==> config.mk <==
export PLATFORM = sky130hd
export DESIGN_NAME = ycf_fifo_control
export DESIGN_NICKNAME = d
export VERILOG_FILES = /design/src/ycf_pkg.sv /design/src/ycf_fifo_control.sv /design/src/ycf_level.sv
export VERILOG_INCLUDE_DIRS = /design/src
export SDC_FILE = /design/constraint.sdc
export NUM_CORES = 1
export LEC_CHECK = 0
export ABC_CLOCK_PERIOD_IN_PS = 5600
export BUFFER_PORTS_ARGS = -buffer_cell sky130_fd_sc_hd__buf_4
export CAP_MARGIN = 30
export CORE_ASPECT_RATIO = 0.75
export CORE_MARGIN = 1.5
export CORE_UTILIZATION = 25
export CTS_CLUSTER_SIZE = 20
export DETAILED_ROUTE_END_ITERATION = 10
export SLEW_MARGIN = 15
export SYNTH_ARGS = -nofsm -noshare
export SYNTH_HDL_FRONTEND = slang
export SYNTH_SLANG_ARGS = --single-unit
==> constraint.sdc <==
create_clock -name pclk -period 5.6 [get_ports pclk]
set_input_delay 0 -clock pclk [delete_from_list [all_inputs] [get_ports pclk]]
set_output_delay 0 -clock pclk [all_outputs]
set_load 0.03 [all_outputs]
==> src/ycf_consts.svh <==
// Purpose: Offsets, field positions, reset values and event indices for the capture FIFO control
// Assumes: Offsets are register indices; the APB byte address is four times the index
// Notes:   Definitions only
`ifndef YCF_CONSTS_SVH
`define YCF_CONSTS_SVH

`define YCF_ADDR_W         16
`define YCF_OFF_CONTROL    16'h2820
`define YCF_OFF_FIFO_SIZE  16'h2824
`define YCF_OFF_VALID_SIZE 16'h2828
`define YCF_OFF_INT_STATUS 16'h2830
`define YCF_OFF_INT_MASK   16'h2834
`define YCF_OFF_CAPTURE    16'h280c
`define YCF_OFF_RD_PTR     16'h282a
`define YCF_OFF_WR_PTR     16'h282c
`define YCF_CTRL_RESET     16'h0000
`define YCF_BIT_DIR        0
`define YCF_BIT_CLEAR      2
`define YCF_THR_LO         4
`define YCF_THR_HI         5
`define YCF_BIT_CAP_RESET  7
`define YCF_SIZE_RESET     8'h3f
`define YCF_EV_THRESHOLD   0
`define YCF_EV_FULL        1
`define YCF_EV_EMPTY       2
`define YCF_NUM_EV         3

`endif

==> src/ycf_pkg.sv <==
// Purpose: Types shared by the capture FIFO control files
// Assumes: ycf_consts.svh supplies the numbers
// Notes:   Types only
package ycf_pkg;
  typedef enum logic [1:0] {
    ycf_thr_never,
    ycf_thr_reserved,
    ycf_thr_quarter,
    ycf_thr_half
  } ycf_thr_t;

  typedef struct packed {
    logic        push;
    logic        pop;
    logic [31:0] data;
  } ycf_stream_t;

  typedef enum logic [1:0] {
    ycf_cap_idle,
    ycf_cap_wait_frame,
    ycf_cap_active,
    ycf_cap_stopping
  } ycf_cap_t;
endpackage
==> src/ycf_fifo_control.sv <==
// Purpose: APB control of the video capture FIFO: threshold, clear, interrupts; direction is read back from fifo_transmit
// Assumes: Single pclk domain; push/pop/frame strobes are synchronous to pclk
// Notes:   The FIFO storage itself lives in the datapath; this block tracks its level
//          and pointers. Register offsets are word indices, so paddr[15:2] is compared.
//
// Decided for this implementation: the APB interface to the registers.
`timescale 1ns/1ps
`include "ycf_consts.svh"
module ycf_fifo_control
  import ycf_pkg::*;
#(
  parameter int LVL_W = 8
) (
  // APB slave
  input  wire logic        pclk,
  input  wire logic        presetn,
  input  wire logic        psel,
  input  wire logic        penable,
  input  wire logic        pwrite,
  input  wire logic [15:0] paddr,
  input  wire logic [31:0] pwdata,
  input  wire logic [3:0]  pstrb,
  output logic      [31:0] prdata,
  output logic             pready,
  output logic             pslverr,
  // Datapath
  input  wire logic        fifo_transmit,
  input  wire ycf_stream_t stream,
  input  wire logic        frame_start,
  input  wire logic        frame_end,
  output logic             fifo_clear,
  output logic             capture_reset,
  output logic             capture_enable,
  output logic [LVL_W-1:0] valid_size,
  output logic             fifo_full,
  output logic             fifo_empty,
  // Interrupt
  output logic             irq
);
  logic [1:0]          thr_sel;
  logic [LVL_W-1:0]    fifo_size;
  logic [`YCF_NUM_EV-1:0] int_status;
  logic [`YCF_NUM_EV-1:0] int_mask;
  logic [`YCF_NUM_EV-1:0] next_status;
  logic                cap_req;
  logic                cap_reset;
  logic                direction;
  logic                trigger;
  logic                empty_d;
  ycf_cap_t            cap_state;
  ycf_cap_t            next_cap;
  logic [LVL_W-1:0]    wr_ptr;
  logic [LVL_W-1:0]    rd_ptr;

  // Odd documented offsets would alias if compared as byte addresses
  function automatic logic hit(input logic [15:0] a, input logic [15:0] idx);
    hit = (a[15:2] == idx[13:0]);
  endfunction

  // Pointers wrap at the programmed size so they only index the live part of the buffer
  function automatic logic [LVL_W-1:0] ptr_step(input logic [LVL_W-1:0] p,
                                                 input logic [LVL_W-1:0] size);
    logic [LVL_W:0] up;
    up       = {1'b0, p} + 1'b1;
    ptr_step = (up >= {1'b0, size}) ? '0 : up[LVL_W-1:0];
  endfunction

  // Bus decode; every access completes with no wait state
  wire access    = psel & penable;
  wire wr        = access & pwrite;
  wire rd        = access & ~pwrite;
  wire sel_ctrl  = hit(paddr, `YCF_OFF_CONTROL);
  wire sel_size  = hit(paddr, `YCF_OFF_FIFO_SIZE);
  wire sel_valid = hit(paddr, `YCF_OFF_VALID_SIZE);
  wire sel_stat  = hit(paddr, `YCF_OFF_INT_STATUS);
  wire sel_mask  = hit(paddr, `YCF_OFF_INT_MASK);
  wire sel_cap   = hit(paddr, `YCF_OFF_CAPTURE);
  wire sel_rptr  = hit(paddr, `YCF_OFF_RD_PTR);
  wire sel_wptr  = hit(paddr, `YCF_OFF_WR_PTR);
  wire mapped    = sel_ctrl | sel_size | sel_valid | sel_stat | sel_mask | sel_cap |
                   sel_rptr | sel_wptr;
  wire wr_ctrl   = wr & sel_ctrl & pstrb[0];
  wire wr_clear  = wr_ctrl & pwdata[`YCF_BIT_CLEAR];
  wire stat_rd   = rd & sel_stat;

  assign pready  = 1'b1;
  assign pslverr = access & ~mapped;

  ycf_level #(
    .LVL_W(LVL_W)
  ) u_level (
    .pclk      (pclk),
    .presetn   (presetn),
    .clear     (fifo_clear),
    .thr_sel   (thr_sel),
    .fifo_size (fifo_size),
    .push      (stream.push),
    .pop       (stream.pop),
    .level     (valid_size),
    .full      (fifo_full),
    .empty     (fifo_empty),
    .trigger   (trigger)
  );

  // Read and write pointers follow the same accepted push and pop as the level
  wire push_ok = stream.push & ~fifo_full;
  wire pop_ok  = stream.pop & ~fifo_empty;

  always_ff @(posedge pclk or negedge presetn) begin
    if (!presetn) begin
      wr_ptr <= '0;
      rd_ptr <= '0;
    end else if (fifo_clear) begin
      // Clear beats a push or pop in the same cycle, as it does for the level
      wr_ptr <= '0;
      rd_ptr <= '0;
    end else begin
      if (push_ok) begin
        wr_ptr <= ptr_step(wr_ptr, fifo_size);
      end
      if (pop_ok) begin
        rd_ptr <= ptr_step(rd_ptr, fifo_size);
      end
    end
  end

  // Clear wiring is a one-cycle pulse taken straight from the write
  assign fifo_clear    = wr_clear;
  assign capture_reset = cap_reset;
  assign capture_enable = (cap_state == ycf_cap_active) || (cap_state == ycf_cap_stopping);

  // Read data: reserved bits and the clear bit read zero
  wire [15:0] ctrl_rd = {10'h000, thr_sel, 1'b0, 1'b0, 1'b0, direction};
  wire [31:0] rd_mux  =
    sel_ctrl  ? {16'h0000, ctrl_rd} :
    sel_size  ? {{(32-LVL_W){1'b0}}, fifo_size} :
    sel_valid ? {{(32-LVL_W){1'b0}}, valid_size} :
    sel_stat  ? {{(32-`YCF_NUM_EV){1'b0}}, int_status} :
    sel_mask  ? {{(32-`YCF_NUM_EV){1'b0}}, int_mask} :
    sel_rptr  ? {{(32-LVL_W){1'b0}}, rd_ptr} :
    sel_wptr  ? {{(32-LVL_W){1'b0}}, wr_ptr} :
    sel_cap   ? {31'h00000000, capture_enable} :
                32'h00000000;
  assign prdata = rd ? rd_mux : 32'h00000000;

  // Events: rising threshold, rising full, and a true drain to empty.
  // A clear is not a drain, so the empty event is masked by the clear pulse.
  logic trig_d;
  logic full_d;
  wire  ev_thr   = trigger & ~trig_d;
  wire  ev_full  = fifo_full & ~full_d;
  wire  ev_empty = fifo_empty & ~empty_d & ~fifo_clear;
  wire [`YCF_NUM_EV-1:0] events = {ev_empty, ev_full, ev_thr};

  // Set wins over the read-clear in the same cycle
  always_comb begin
    next_status = stat_rd ? '0 : int_status;
    next_status = next_status | events;
  end

  assign irq = |(int_status & int_mask);

  always_ff @(posedge pclk or negedge presetn) begin
    if (!presetn) begin
      trig_d  <= 1'b0;
      full_d  <= 1'b0;
      empty_d <= 1'b1;
      int_status <= '0;
    end else begin
      trig_d  <= trigger;
      full_d  <= fifo_full;
      // Track empty across a clear so the jump to empty raises no event
      empty_d <= fifo_empty | fifo_clear;
      int_status <= next_status;
    end
  end

  always_ff @(posedge pclk or negedge presetn) begin
    if (!presetn) begin
      thr_sel <= 2'b00;
    end else if (wr_ctrl) begin
      thr_sel <= pwdata[`YCF_THR_HI:`YCF_THR_LO];
    end
  end

  always_ff @(posedge pclk or negedge presetn) begin
    if (!presetn) begin
      fifo_size <= LVL_W'(`YCF_SIZE_RESET);
      int_mask  <= '0;
    end else if (wr && pstrb[0]) begin
      if (sel_size) begin
        fifo_size <= pwdata[LVL_W-1:0];
      end
      if (sel_mask) begin
        int_mask <= pwdata[`YCF_NUM_EV-1:0];
      end
    end
  end

  // Direction follows the datapath configuration input
  always_ff @(posedge pclk or negedge presetn) begin
    if (!presetn) begin
      direction <= 1'b0;
    end else begin
      direction <= fifo_transmit;
    end
  end

  // Capture start/stop and capture-module reset
  wire wr_cap = wr & sel_cap & pstrb[0];

  always_ff @(posedge pclk or negedge presetn) begin
    if (!presetn) begin
      cap_req   <= 1'b0;
      cap_reset <= 1'b0;
    end else begin
      cap_reset <= wr_cap & pwdata[`YCF_BIT_CAP_RESET];
      if (wr_cap) begin
        cap_req <= pwdata[0];
      end
    end
  end

  always_comb begin
    next_cap = cap_state;
    case (cap_state)
      ycf_cap_idle: begin
        if (cap_req) begin
          next_cap = ycf_cap_wait_frame;
        end
      end
      ycf_cap_wait_frame: begin
        if (!cap_req) begin
          next_cap = ycf_cap_idle;
        end else if (frame_start) begin
          next_cap = ycf_cap_active;
        end
      end
      ycf_cap_active: begin
        if (!cap_req) begin
          next_cap = ycf_cap_stopping;
        end
      end
      ycf_cap_stopping: begin
        if (cap_req) begin
          next_cap = ycf_cap_active;
        end else if (frame_end) begin
          next_cap = ycf_cap_idle;
        end
      end
      default: next_cap = ycf_cap_idle;
    endcase
  end

  always_ff @(posedge pclk or negedge presetn) begin
    if (!presetn) begin
      cap_state <= ycf_cap_idle;
    end else if (cap_reset) begin
      cap_state <= ycf_cap_idle;
    end else begin
      cap_state <= next_cap;
    end
  end
endmodule

==> src/ycf_level.sv <==
// Purpose: Fill-level counter and threshold decode for the capture FIFO
// Assumes: Push and pop come from logic on pclk
// Notes:   Clear wins over a push or pop in the same cycle
`timescale 1ns/1ps
module ycf_level
  import ycf_pkg::*;
#(
  parameter int LVL_W = 8
) (
  // Clock and reset
  input  wire logic             pclk,
  input  wire logic             presetn,
  // Control
  input  wire logic             clear,
  input  wire logic [1:0]       thr_sel,
  input  wire logic [LVL_W-1:0] fifo_size,
  input  wire logic             push,
  input  wire logic             pop,
  // Status
  output logic [LVL_W-1:0]      level,
  output logic                  full,
  output logic                  empty,
  output logic                  trigger
);
  logic [LVL_W-1:0] next_level;
  wire              do_push = push & ~full;
  wire              do_pop  = pop & ~empty;
  wire [LVL_W-1:0]  quarter = fifo_size >> 2;
  wire [LVL_W-1:0]  half    = fifo_size >> 1;

  assign full  = (level >= fifo_size) && (fifo_size != '0);
  assign empty = (level == '0);

  always_comb begin
    next_level = level;
    if (clear) begin
      next_level = '0;
    end else if (do_push && !do_pop) begin
      next_level = level + 1'b1;
    end else if (do_pop && !do_push) begin
      next_level = level - 1'b1;
    end
  end

  always_comb begin
    case (ycf_thr_t'(thr_sel))
      ycf_thr_never:    trigger = 1'b0;
      ycf_thr_quarter:  trigger = (level > quarter) && (level < half);
      ycf_thr_half:     trigger = (level > half);
      default:          trigger = 1'b0;
    endcase
  end

  always_ff @(posedge pclk or negedge presetn) begin
    if (!presetn) begin
      level <= '0;
    end else begin
      level <= next_level;
    end
  end
endmodule

==> results of run 1 <==
## flip-flops by register name, summed over array words and instances (netlist names), 2 cells and up
name,count
int_mask,3
fifo_size,8
u_level.level,8
int_status,3
rd_ptr,8
thr_sel,2
wr_ptr,8
cap_state,2
## path summary, 6_finish.rpt
path | start | end | slack, ps
worst min register to register | full_d$_DFF_PN0_ | int_status[1]$_DFF_PN0_ | 440
worst max register to register | u_level.level[3]$_DFFE_PN0P_ | u_level.level[7]$_DFFE_PN0P_ | 1560
max in group asynchronous | presetn | int_mask[1]$_DFFE_PN0P_ | 4900
min in group asynchronous | presetn | rd_ptr[0]$_DFFE_PN0P_ | 270
worst max-delay path | u_level.level[3]$_DFFE_PN0P_ | u_level.level[7]$_DFFE_PN0P_ | 1560
worst min-delay path | frame_end | cap_state[1]$_DFFE_PN0P_ | 80
## layer usage
layer / share of wire [%] / vias to the layer above / routed length [um]
met5: 0 / - / 0
met4: 1.1 / 0 / 138
met3: 5.6 / 8 / 696
met2: 41 / 108 / 5090
met1: 52 / 1841 / 6460
li1: - / 1889 / -
## final cells by class
class / count / area (um^2)
fill: 1718 / 11200
multi-input combinational: 405 / 2730
clock inverter: 3 / 47.5
sequential: 48 / 1210
tap: 210 / 263
clock buffer: 5 / 125
timing repair buffer: 67 / 526
inverter: 20 / 75.1
## synth_stat cells (8+ instances only)
cell type   n
nand2_1    52
ha_1       45
dfrtp_1    41
o21ai_0    36
nor2_1     33
buf_4      26
nand3_1    23
inv_1      20
clkbuf_1   14
nor2b_1    13
a21oi_1    11
a22oi_1    10
nand2b_1   10
nand4_1    10
nor3_1      9
and3_1      8
nor4_1      8
## critical path, cell delays in order, from the launching register on
cell and delay (ps):
dfrtp_1 550, or4_4 560, o41ai_4 880, o21ai_2 420
ha_1 500, nand3_1 120, o2111ai_1 250, nand3_1 150
or4_1 450, nand3_1 90
## cells by family after synthesis
kind of cell,after synthesis,synth area share (%)
XOR/XNOR,10,2.09
multiplexers,11,2.84
buffers and inverters,61,7.97
AND/OR/NAND/NOR,194,23.8
adder cells (fa/ha/maj),46,13.9
flip-flops,48,28.9
other,2,0.179
AO/OA/AOI/OAI,119,20.3
## power by group
| part | switching [W] | total [W] | internal, W | leakage, nW |
|---|---|---|---|---|
| logic | 0.000430 | 0.000754 | 0.000324 | 1.72 |
| registers | 0.000162 | 0.000575 | 0.000413 | 0.581 |
| clock network | 0.000144 | 0.000357 | 0.000213 | 0.0840 |
| total | 0.000737 | 0.00169 | 0.000949 | 2.39 |
## metrics by stage
stage	hold WS (ps)	std cells
after floorplan	-296	514
after global placement	65.6	739
after detailed placement	69.3	739
after CTS	79.5	757
after global routing	104	758
final	78.8	758
## what timing repair did
item,CTS,global route
setup buffers,0,0
hold buffers,10,0
hold endpoints to repair,56,0
==> flow_summary_export.csv, run 1 <==
group,metric,value,unit
worst_setup_path,crit_required,5830,ps
clock_tree,clockRootBuffer,"clkbuf_16",
grt,grt_pass1_vias,3420,
cells_and_area,area_delta_synth_final,18.8,%
power_and_ir_drop,p_leak,2.39,nW
cells_and_area,final_common_cell,"buf_4",
placed_design,place.port_buffers,55,
timing,clock_skew,9.61,ps
cells_and_area,final_util,30.7,%
job,drv_cap,0,
floorplan,die-area,17600,um^2
floorplan,die_h,115,um
floorplan,coreArea,16200,um^2
power_and_ir_drop,powerDensity,339,nW/um^2
synth,ys_top_cells_by_area,"dfrtp_1 24%, ha_1 13%, buf_4 4.7%",
synth,synth_warnings,0,
detailed_routing,drc,0,
placed_design,place_ws,1620,ps
synth,synth_top_cell_area_share,24.5,%
worst_setup_path,crit_path_end_kind,"flip-flop",
worst_setup_path,arrival,4270,ps
timing,setup_viol,0,
cells_and_area,final_nets,687,
detailed_routing,via_count,3846,
timing,max_slew_margin,33.0,%
clock_tree,path_clk_slew,70,ps
detailed_routing,wire_per_inst,16.3,um
grt,busiest_layer,"met1",
cells_and_area,layout_common_cells,"56 x buf_4, 52 x nand2_1, 45 x ha_1",
grt,antenna_found_initial,0,
detailed_routing,vias_per_cell,5.07,
timing,maxClockFrequency,0.247,GHz
placed_design,place_hpwl,9470,um
synth,synthCells,491,
timing,final_max_slew_viol_count,0,
detailed_routing,antenna_left,0,
placed_design,postPlaceCellArea,4700,um^2
hold_path,min_path_cells,4,
power_and_ir_drop,ir_drop,0.000130,V
worst_setup_path,cp_max_fo,14,
synth,syn_avg_cell_area,8.53,um^2
timing,tightest_slew,1000,ps
timing,finalHoldViolations,0,
timing,rsz0062_at_grt,"no",
power_and_ir_drop,post-layout-total-power,0.00169,W
floorplan,ioPinCount,142,
cells_and_area,drive_gt1_share,16.6,%
clock_tree,clockBufferDepth,2,
grt,gr-usage-met1,21.7,%
grt,grt_util_met3,2.56,%
grt,grt_use_met2,19.4,%
clock_tree,cts_resized,0,
outcome,outcome,"completed",
grt,grt_max_degree,49,
synth,seq_area_frac_synth,28.9,%
synth,synth_edf_count,0,
floorplan,initial_core_util,25.8,%
grt,grt_pass1_wl,19100,um
synth,synth_top_area_cell,"dfrtp_1",
worst_setup_path,worstSetupPathType,"flip-flop to flip-flop",
synth,ys_ff_latch,48,
grt,globalRouteTotalUtil,13.9,%
clock_tree,cts.sinks,48,
worst_setup_path,startpoint_type,"flip-flop",
timing,fin_setup_tns,0,ps
synth,ys.flop_type,"dfrtp_1",
timing,period_share,72.2,%
synth,async_reset_ff_share,100,%
hold_path,worst_hold_path_type,"input port to flip-flop",
placed_design,gp_congestion,0.876,
floorplan,rows,40,
clock_tree,htreeDepth,2,
timing,fin_crit,4040,ps
clock_tree,insertion_delay,300,ps
floorplan,die_x,152,um
cells_and_area,finalInstanceArea,4980,um^2
detailed_routing,drtPass1Iterations,8,
cells_and_area,n_antenna_cell,0,
detailed_routing,dr.first_iter.drc_count,359,
synth,syn-cell-area,4190,um^2
clock_tree,cts_tree,"done",
grt,grt-ovfl-total,0,
synth,yosysUniqueCellTypes,63,
clock_tree,cts_made_buffers,5,
detailed_routing,wirelength,12400,um
timing,setup_ws,1560,ps
worst_setup_path,rr_worst_depth,9,
Power figures use the tool's default switching activity.
==> inputs of run 2 (changes only) <==
--- a/config.mk
+++ b/config.mk
@@ -6,7 +6,7 @@
 export SDC_FILE = /design/constraint.sdc
 export NUM_CORES = 1
 export LEC_CHECK = 0
-export ABC_CLOCK_PERIOD_IN_PS = 5600
+export ABC_CLOCK_PERIOD_IN_PS = 3700
 export BUFFER_PORTS_ARGS = -buffer_cell sky130_fd_sc_hd__buf_4
 export CAP_MARGIN = 30
 export CORE_ASPECT_RATIO = 0.75
==> constraint.sdc (replaced) <==
create_clock -name pclk -period 3.7 [get_ports pclk]
set_input_delay 0 -clock pclk [delete_from_list [all_inputs] [get_ports pclk]]
set_output_delay 0 -clock pclk [all_outputs]
set_load 0.03 [all_outputs]
==> flow_summary_export.csv, run 2 (synthesis results as in run 1) <==
group,metric,value,unit
outcome,outcome,"completed",
worst_setup_path,crit_slowest_cell,"dfstp_2",
cells_and_area,layout_common_cells,"77 x buf_4, 52 x nand2_1, 45 x ha_1",
timing,setup_viol,0,
floorplan,die_h,115,um
cells_and_area,n_antenna_cell,0,
clock_tree,post_cts_buffers,0,
worst_setup_path,crit_required,3920,ps
timing,fin_crit,3410,ps
grt,grt_use_met2,20.9,%
timing,finalHoldViolations,0,
grt,grt-ovfl-total,0,
cells_and_area,final_util,31.6,%
worst_setup_path,worstSetupPathType,"flip-flop to flip-flop",
worst_setup_path,slowest_delay,560,ps
detailed_routing,vias_per_cell,4.99,
cells_and_area,area_delta_synth_final,22.4,%
clock_tree,htreeDepth,2,
detailed_routing,drtPass1Iterations,5,
timing,rsz0062_at_grt,"no",
power_and_ir_drop,p_leak,2.48,nW
floorplan,rows,40,
cells_and_area,finalInstanceArea,5130,um^2
placed_design,gp_congestion,0.865,
detailed_routing,wire_per_inst,16.3,um
cells_and_area,instances_no_fill,778,
cells_and_area,multi_input_area,2730,um^2
timing,fin_setup_tns,0,ps
cells_and_area,final_common_cell,"buf_4",
placed_design,place.port_buffers,55,
detailed_routing,wirelength,12700,um
timing,period_share,92.2,%
timing,max_slew_margin,36.4,%
grt,grt_pass1_vias,3572,
grt,grt_util_met3,2.90,%
power_and_ir_drop,powerDensity,518,nW/um^2
floorplan,coreArea,16200,um^2
job,drv_cap,0,
timing,final_max_slew_viol_count,0,
floorplan,die-area,17600,um^2
hold_path,worst_hold_path_type,"input port to flip-flop",
clock_tree,cts_tree,"done",
placed_design,postPlaceCellArea,4860,um^2
placed_design,place_hpwl,9920,um
detailed_routing,antenna_left,0,
grt,busiest_layer,"met1",
placed_design,dpl.cell_count,760,
detailed_routing,dr.first_iter.drc_count,315,
timing,clock_skew,8.88,ps
cells_and_area,ff_latch_area,1210,um^2
clock_tree,cts.sinks,48,
grt,globalRouteTotalUtil,14.5,%
timing,tightest_slew,954,ps
worst_setup_path,arrival,3630,ps
worst_setup_path,crit_path_end_kind,"flip-flop",
cells_and_area,final_nets,707,
clock_tree,cts_made_buffers,5,
clock_tree,clockRootBuffer,"clkbuf_16",
floorplan,ioPinCount,142,
detailed_routing,drc,0,
grt,antenna_found_initial,0,
clock_tree,clockBufferDepth,2,
worst_setup_path,startpoint_type,"flip-flop",
timing,maxClockFrequency,0.293,GHz
grt,gr-usage-met1,22.2,%
floorplan,initial_core_util,25.8,%
power_and_ir_drop,ir_drop,0.000217,V
worst_setup_path,path_cells,"inv_1 -> ha_1 -> a2111oi_0 -> buf_4 -> o211a_1 -> o21ai_2 -> buf_4 -> inv_1 -> fa_1 -> nand2b_1 -> a21oi_1 -> o21ai_0 -> nand2b_1 -> xnor2_1 -> o31ai_1",
clock_tree,insertion_delay,300,ps
detailed_routing,via_count,3882,
cells_and_area,n_fill_cell,1742,
power_and_ir_drop,post-layout-total-power,0.00266,W
floorplan,die_x,152,um
grt,grt_pass1_wl,19900,um
cells_and_area,drive_gt1_share,19.5,%
grt,grt_max_degree,49,
worst_setup_path,cp_max_fo,10,
clock_tree,path_clk_slew,80,ps
## run 2: per-layer routing
metal  wire (um)  part of all wire (%)
met1        6520                    51
met2        5200                    41
met3         846                   6.7
met4         144                   1.1
met5           0                     0
## run 2: cell type report
type                            instances  share of cell area [%]
Inverter                               20                    1.46
Multi-Input combinational cell        405                    53.3
Timing Repair Buffer                   87                    13.2
Clock buffer                            5                    2.44
Sequential cell                        48                    23.6
Clock inverter                          3                   0.902
Tap cell                              210                    5.12
## run 2: power breakdown
| part | switching (W) | total, W | internal, W |
|---|---|---|---|
| logic | 0.000764 | 0.00132 | 0.000560 |
| clock network | 0.000227 | 0.000549 | 0.000322 |
| registers | 0.000157 | 0.000783 | 0.000626 |
| total | 0.00115 | 0.00266 | 0.00151 |
## run 2: critical path, delay by kind of cell (launching register included)
family | cells | cell delay, ps
compound gates | 6 | 1150
fa+ha+maj | 2 | 680
buf+inv | 4 | 600
flops | 1 | 560
simple gates | 2 | 280
xor+xnor | 1 | 70
## run 2: final timing paths
check	start	end	slack [ps]	cells after the start
worst max-delay path	fifo_size[1]$_DFFE_PN1P_	u_level.level[6]$_DFFE_PN0P_	290	15
worst min-delay path	frame_end	cap_state[0]$_DFFE_PN0P_	70	4
worst max register to register	fifo_size[1]$_DFFE_PN1P_	u_level.level[6]$_DFFE_PN0P_	290	15
worst min register to register	full_d$_DFF_PN0_	int_status[1]$_DFF_PN0_	440	1
max in group asynchronous	presetn	wr_ptr[1]$_DFFE_PN0P_	3000	2
min in group asynchronous	presetn	rd_ptr[5]$_DFFE_PN0P_	250	2
## run 2: repair_timing
item                      CTS  global route
hold buffers               10             0
gates resized for setup     0             0
hold endpoints to repair   56             0
## run 2: stage by stage
stage / hold slack [ps] / setup WS, ps
after floorplan: -296 / 232
after global placement: 64.4 / 333
after detailed placement: 78.4 / 313
after CTS: 65.9 / 283
after global routing: 109 / 70.3
final: 71.8 / 287
==> inputs of run 3 (changes only) <==
--- a/config.mk
+++ b/config.mk
@@ -9,11 +9,14 @@
 export ABC_CLOCK_PERIOD_IN_PS = 3700
 export BUFFER_PORTS_ARGS = -buffer_cell sky130_fd_sc_hd__buf_4
 export CAP_MARGIN = 30
+export CELL_PAD_IN_SITES_DETAIL_PLACEMENT = 0
+export CELL_PAD_IN_SITES_GLOBAL_PLACEMENT = 1
 export CORE_ASPECT_RATIO = 0.75
 export CORE_MARGIN = 1.5
 export CORE_UTILIZATION = 25
 export CTS_CLUSTER_SIZE = 20
 export DETAILED_ROUTE_END_ITERATION = 10
+export PLACE_DENSITY_LB_ADDON = 0.1
 export SLEW_MARGIN = 15
 export SYNTH_ARGS = -nofsm -noshare
 export SYNTH_HDL_FRONTEND = slang
==> flow_summary_export.csv, run 3 (synthesis results as in run 1) <==
group,metric,value,unit
cells_and_area,area_delta_synth_final,23.9,%
timing,setup_viol,0,
cells_and_area,final_common_cell,"buf_4",
worst_setup_path,rrSetupSlack,310,ps
timing,finalHoldViolations,0,
worst_setup_path,crit_family,"compound AO/OA/AOI/OAI gates",
clock_tree,htreeDepth,2,
cells_and_area,n_antenna_cell,0,
floorplan,ioPinCount,142,
timing,final_max_slew_viol_count,0,
timing,clock_skew,6.94,ps
grt,antenna_found_initial,0,
power_and_ir_drop,powerDensity,522,nW/um^2
worst_setup_path,startpoint_type,"flip-flop",
clock_tree,post_cts_buffers,0,
detailed_routing,drc,0,
floorplan,die_h,115,um
worst_setup_path,crit_slowest_cell,"dfrtp_1",
detailed_routing,antenna_left,0,
detailed_routing,wirelength,14900,um
grt,globalRouteTotalUtil,17.2,%
worst_setup_path,cp_max_fo,6,
worst_setup_path,slowest_delay,440,ps
timing,tightest_slew,952,ps
clock_tree,insertion_delay,300,ps
timing,maxClockFrequency,0.295,GHz
cells_and_area,ff_latch_area,1210,um^2
cells_and_area,multi_input_area,2730,um^2
cells_and_area,final_nets,714,
worst_setup_path,worstSetupPathType,"flip-flop to flip-flop",
power_and_ir_drop,ir_drop,0.000185,V
worst_setup_path,worstReg2RegEnd,"u_level.level[7]$_DFFE_PN0P_",
worst_setup_path,arrival,3630,ps
worst_setup_path,setup.worst_path.start,"u_level.level[0]$_DFFE_PN0P_",
placed_design,place_hpwl,11600,um
floorplan,rows,40,
hold_path,worst_hold_path_type,"input port to flip-flop",
floorplan,die-area,17600,um^2
cells_and_area,n_fill_cell,1716,
clock_tree,cts.sinks,48,
grt,grt_max_degree,49,
grt,grt_pass1_wl,23100,um
placed_design,place.port_buffers,55,
timing,rsz0062_at_grt,"no",
placed_design,place_ws,327,ps
worst_setup_path,crit_path_end_kind,"flip-flop",
timing,period_share,91.6,%
power_and_ir_drop,p_leak,2.52,nW
detailed_routing,drtPass1Iterations,5,
floorplan,die_x,152,um
grt,grt_pass1_vias,3832,
floorplan,initial_core_util,25.8,%
cells_and_area,layout_common_cells,"83 x buf_4, 52 x nand2_1, 45 x ha_1",
worst_setup_path,path_cells,"inv_1 -> ha_1 -> nand2b_1 -> a2111oi_0 -> buf_4 -> o211a_1 -> o21ai_2 -> ha_1 -> nand3_1 -> o2111ai_1 -> nand3_1 -> or4_1 -> nand3_1",
worst_setup_path,crit_required,3940,ps
outcome,outcome,"completed",
timing,setup_ws,311,ps
clock_tree,clockBufferDepth,2,
placed_design,gp_congestion,0.804,
job,drv_cap,0,
worst_setup_path,worstSetupPathDepth,13,
clock_tree,clockRootBuffer,"clkbuf_16",
clock_tree,path_clk_slew,80,ps
floorplan,coreArea,16200,um^2
cells_and_area,drive_gt1_share,20.5,%
worst_setup_path,reg2reg_from,"u_level.level[0]$_DFFE_PN0P_",
detailed_routing,wire_per_inst,19.0,um
grt,grt-ovfl-total,0,
detailed_routing,vias_per_cell,5.06,
clock_tree,cts_made_buffers,5,
timing,fin_setup_tns,0,ps
timing,max_slew_margin,36.3,%
hold_path,holdCritStartpoint,"frame_end",
worst_setup_path,cp.buffers_inverters,2,
detailed_routing,via_count,3973,
worst_setup_path,worst_setup_path_endpoint,"u_level.level[7]$_DFFE_PN0P_",
worst_setup_path,cpMostUsedCell,"nand3_1",
worst_setup_path,rr_worst_depth,13,
clock_tree,cts_tree,"done",
detailed_routing,dr.first_iter.drc_count,202,
timing,fin_crit,3390,ps
-- run 3: cell count changes in the layout (fill, tap and decap cells not counted) --
cell   previous run  this run
buf_4            77        83
buf_8             0         1
-- run 3: layout make-up --
type | instances | share of cell area, %
multi-input cells | 405 | 52.7
flip-flops and latches | 48 | 23.3
repair buffers | 94 | 14.2
well taps | 210 | 5.06
clock buffers | 5 | 2.41
inverters | 20 | 1.45
clock inverters | 3 | 0.892
-- run 3: metal layers --
layer	track usage, %	share of wire [%]
met1	27.2	55
met2	24.3	41
met3	2.49	3.7
met4	3.14	0.62
met5	0	0
-- run 3: where the power goes --
group          internal [W]  leakage [nW]  switching, W
logic              0.000573          1.86      0.000789
clock network      0.000323        0.0804      0.000240
registers          0.000626         0.581      0.000158
-- run 3: stage by stage --
step	hold WS (ps)	area, um^2	std cells	total power, W	utilization [%]
6_report	64.5	5190	785	0.00271	32.0
5_1_grt	85.9	5190	785	0.00293	32.0
2_1_floorplan	-296	4280	514	0.00165	-
3_5_place_dp	105	4920	767	0.00215	30.3
3_3_place_gp	91.3	4900	766	0.00215	30.2
4_1_cts	59.1	5190	785	0.00274	32.0
-- run 3: tightest hold or removal path: cells and delay by family --
| kind | cells | cell delay [ps] |
|---|---|---|
| AOI/OAI and AO/OA | 2 | 190 |
| buffers and inverters | 1 | 80 |
| and+or+nand+nor | 1 | 50 |
-- run 3: repair_timing --
action                                 in CTS  in global routing
gates resized for setup                     0                  0
endpoints found under the hold margin      57                  0
hold buffers                               10                  0
-- run 3: worst min path at each step --
stage	end	cells past startpoint	slack, ps
2_1_floorplan	cap_req$_DFFE_PN0P_	0	-300
3_3_place_gp	u_level.level[1]$_DFFE_PN0P_	1	90
3_5_place_dp	u_level.level[5]$_DFFE_PN0P_	1	100
4_1_cts	cap_state[0]$_DFFE_PN0P_	4	60
5_1_grt	cap_state[0]$_DFFE_PN0P_	4	90
6_report	cap_state[0]$_DFFE_PN0P_	4	60
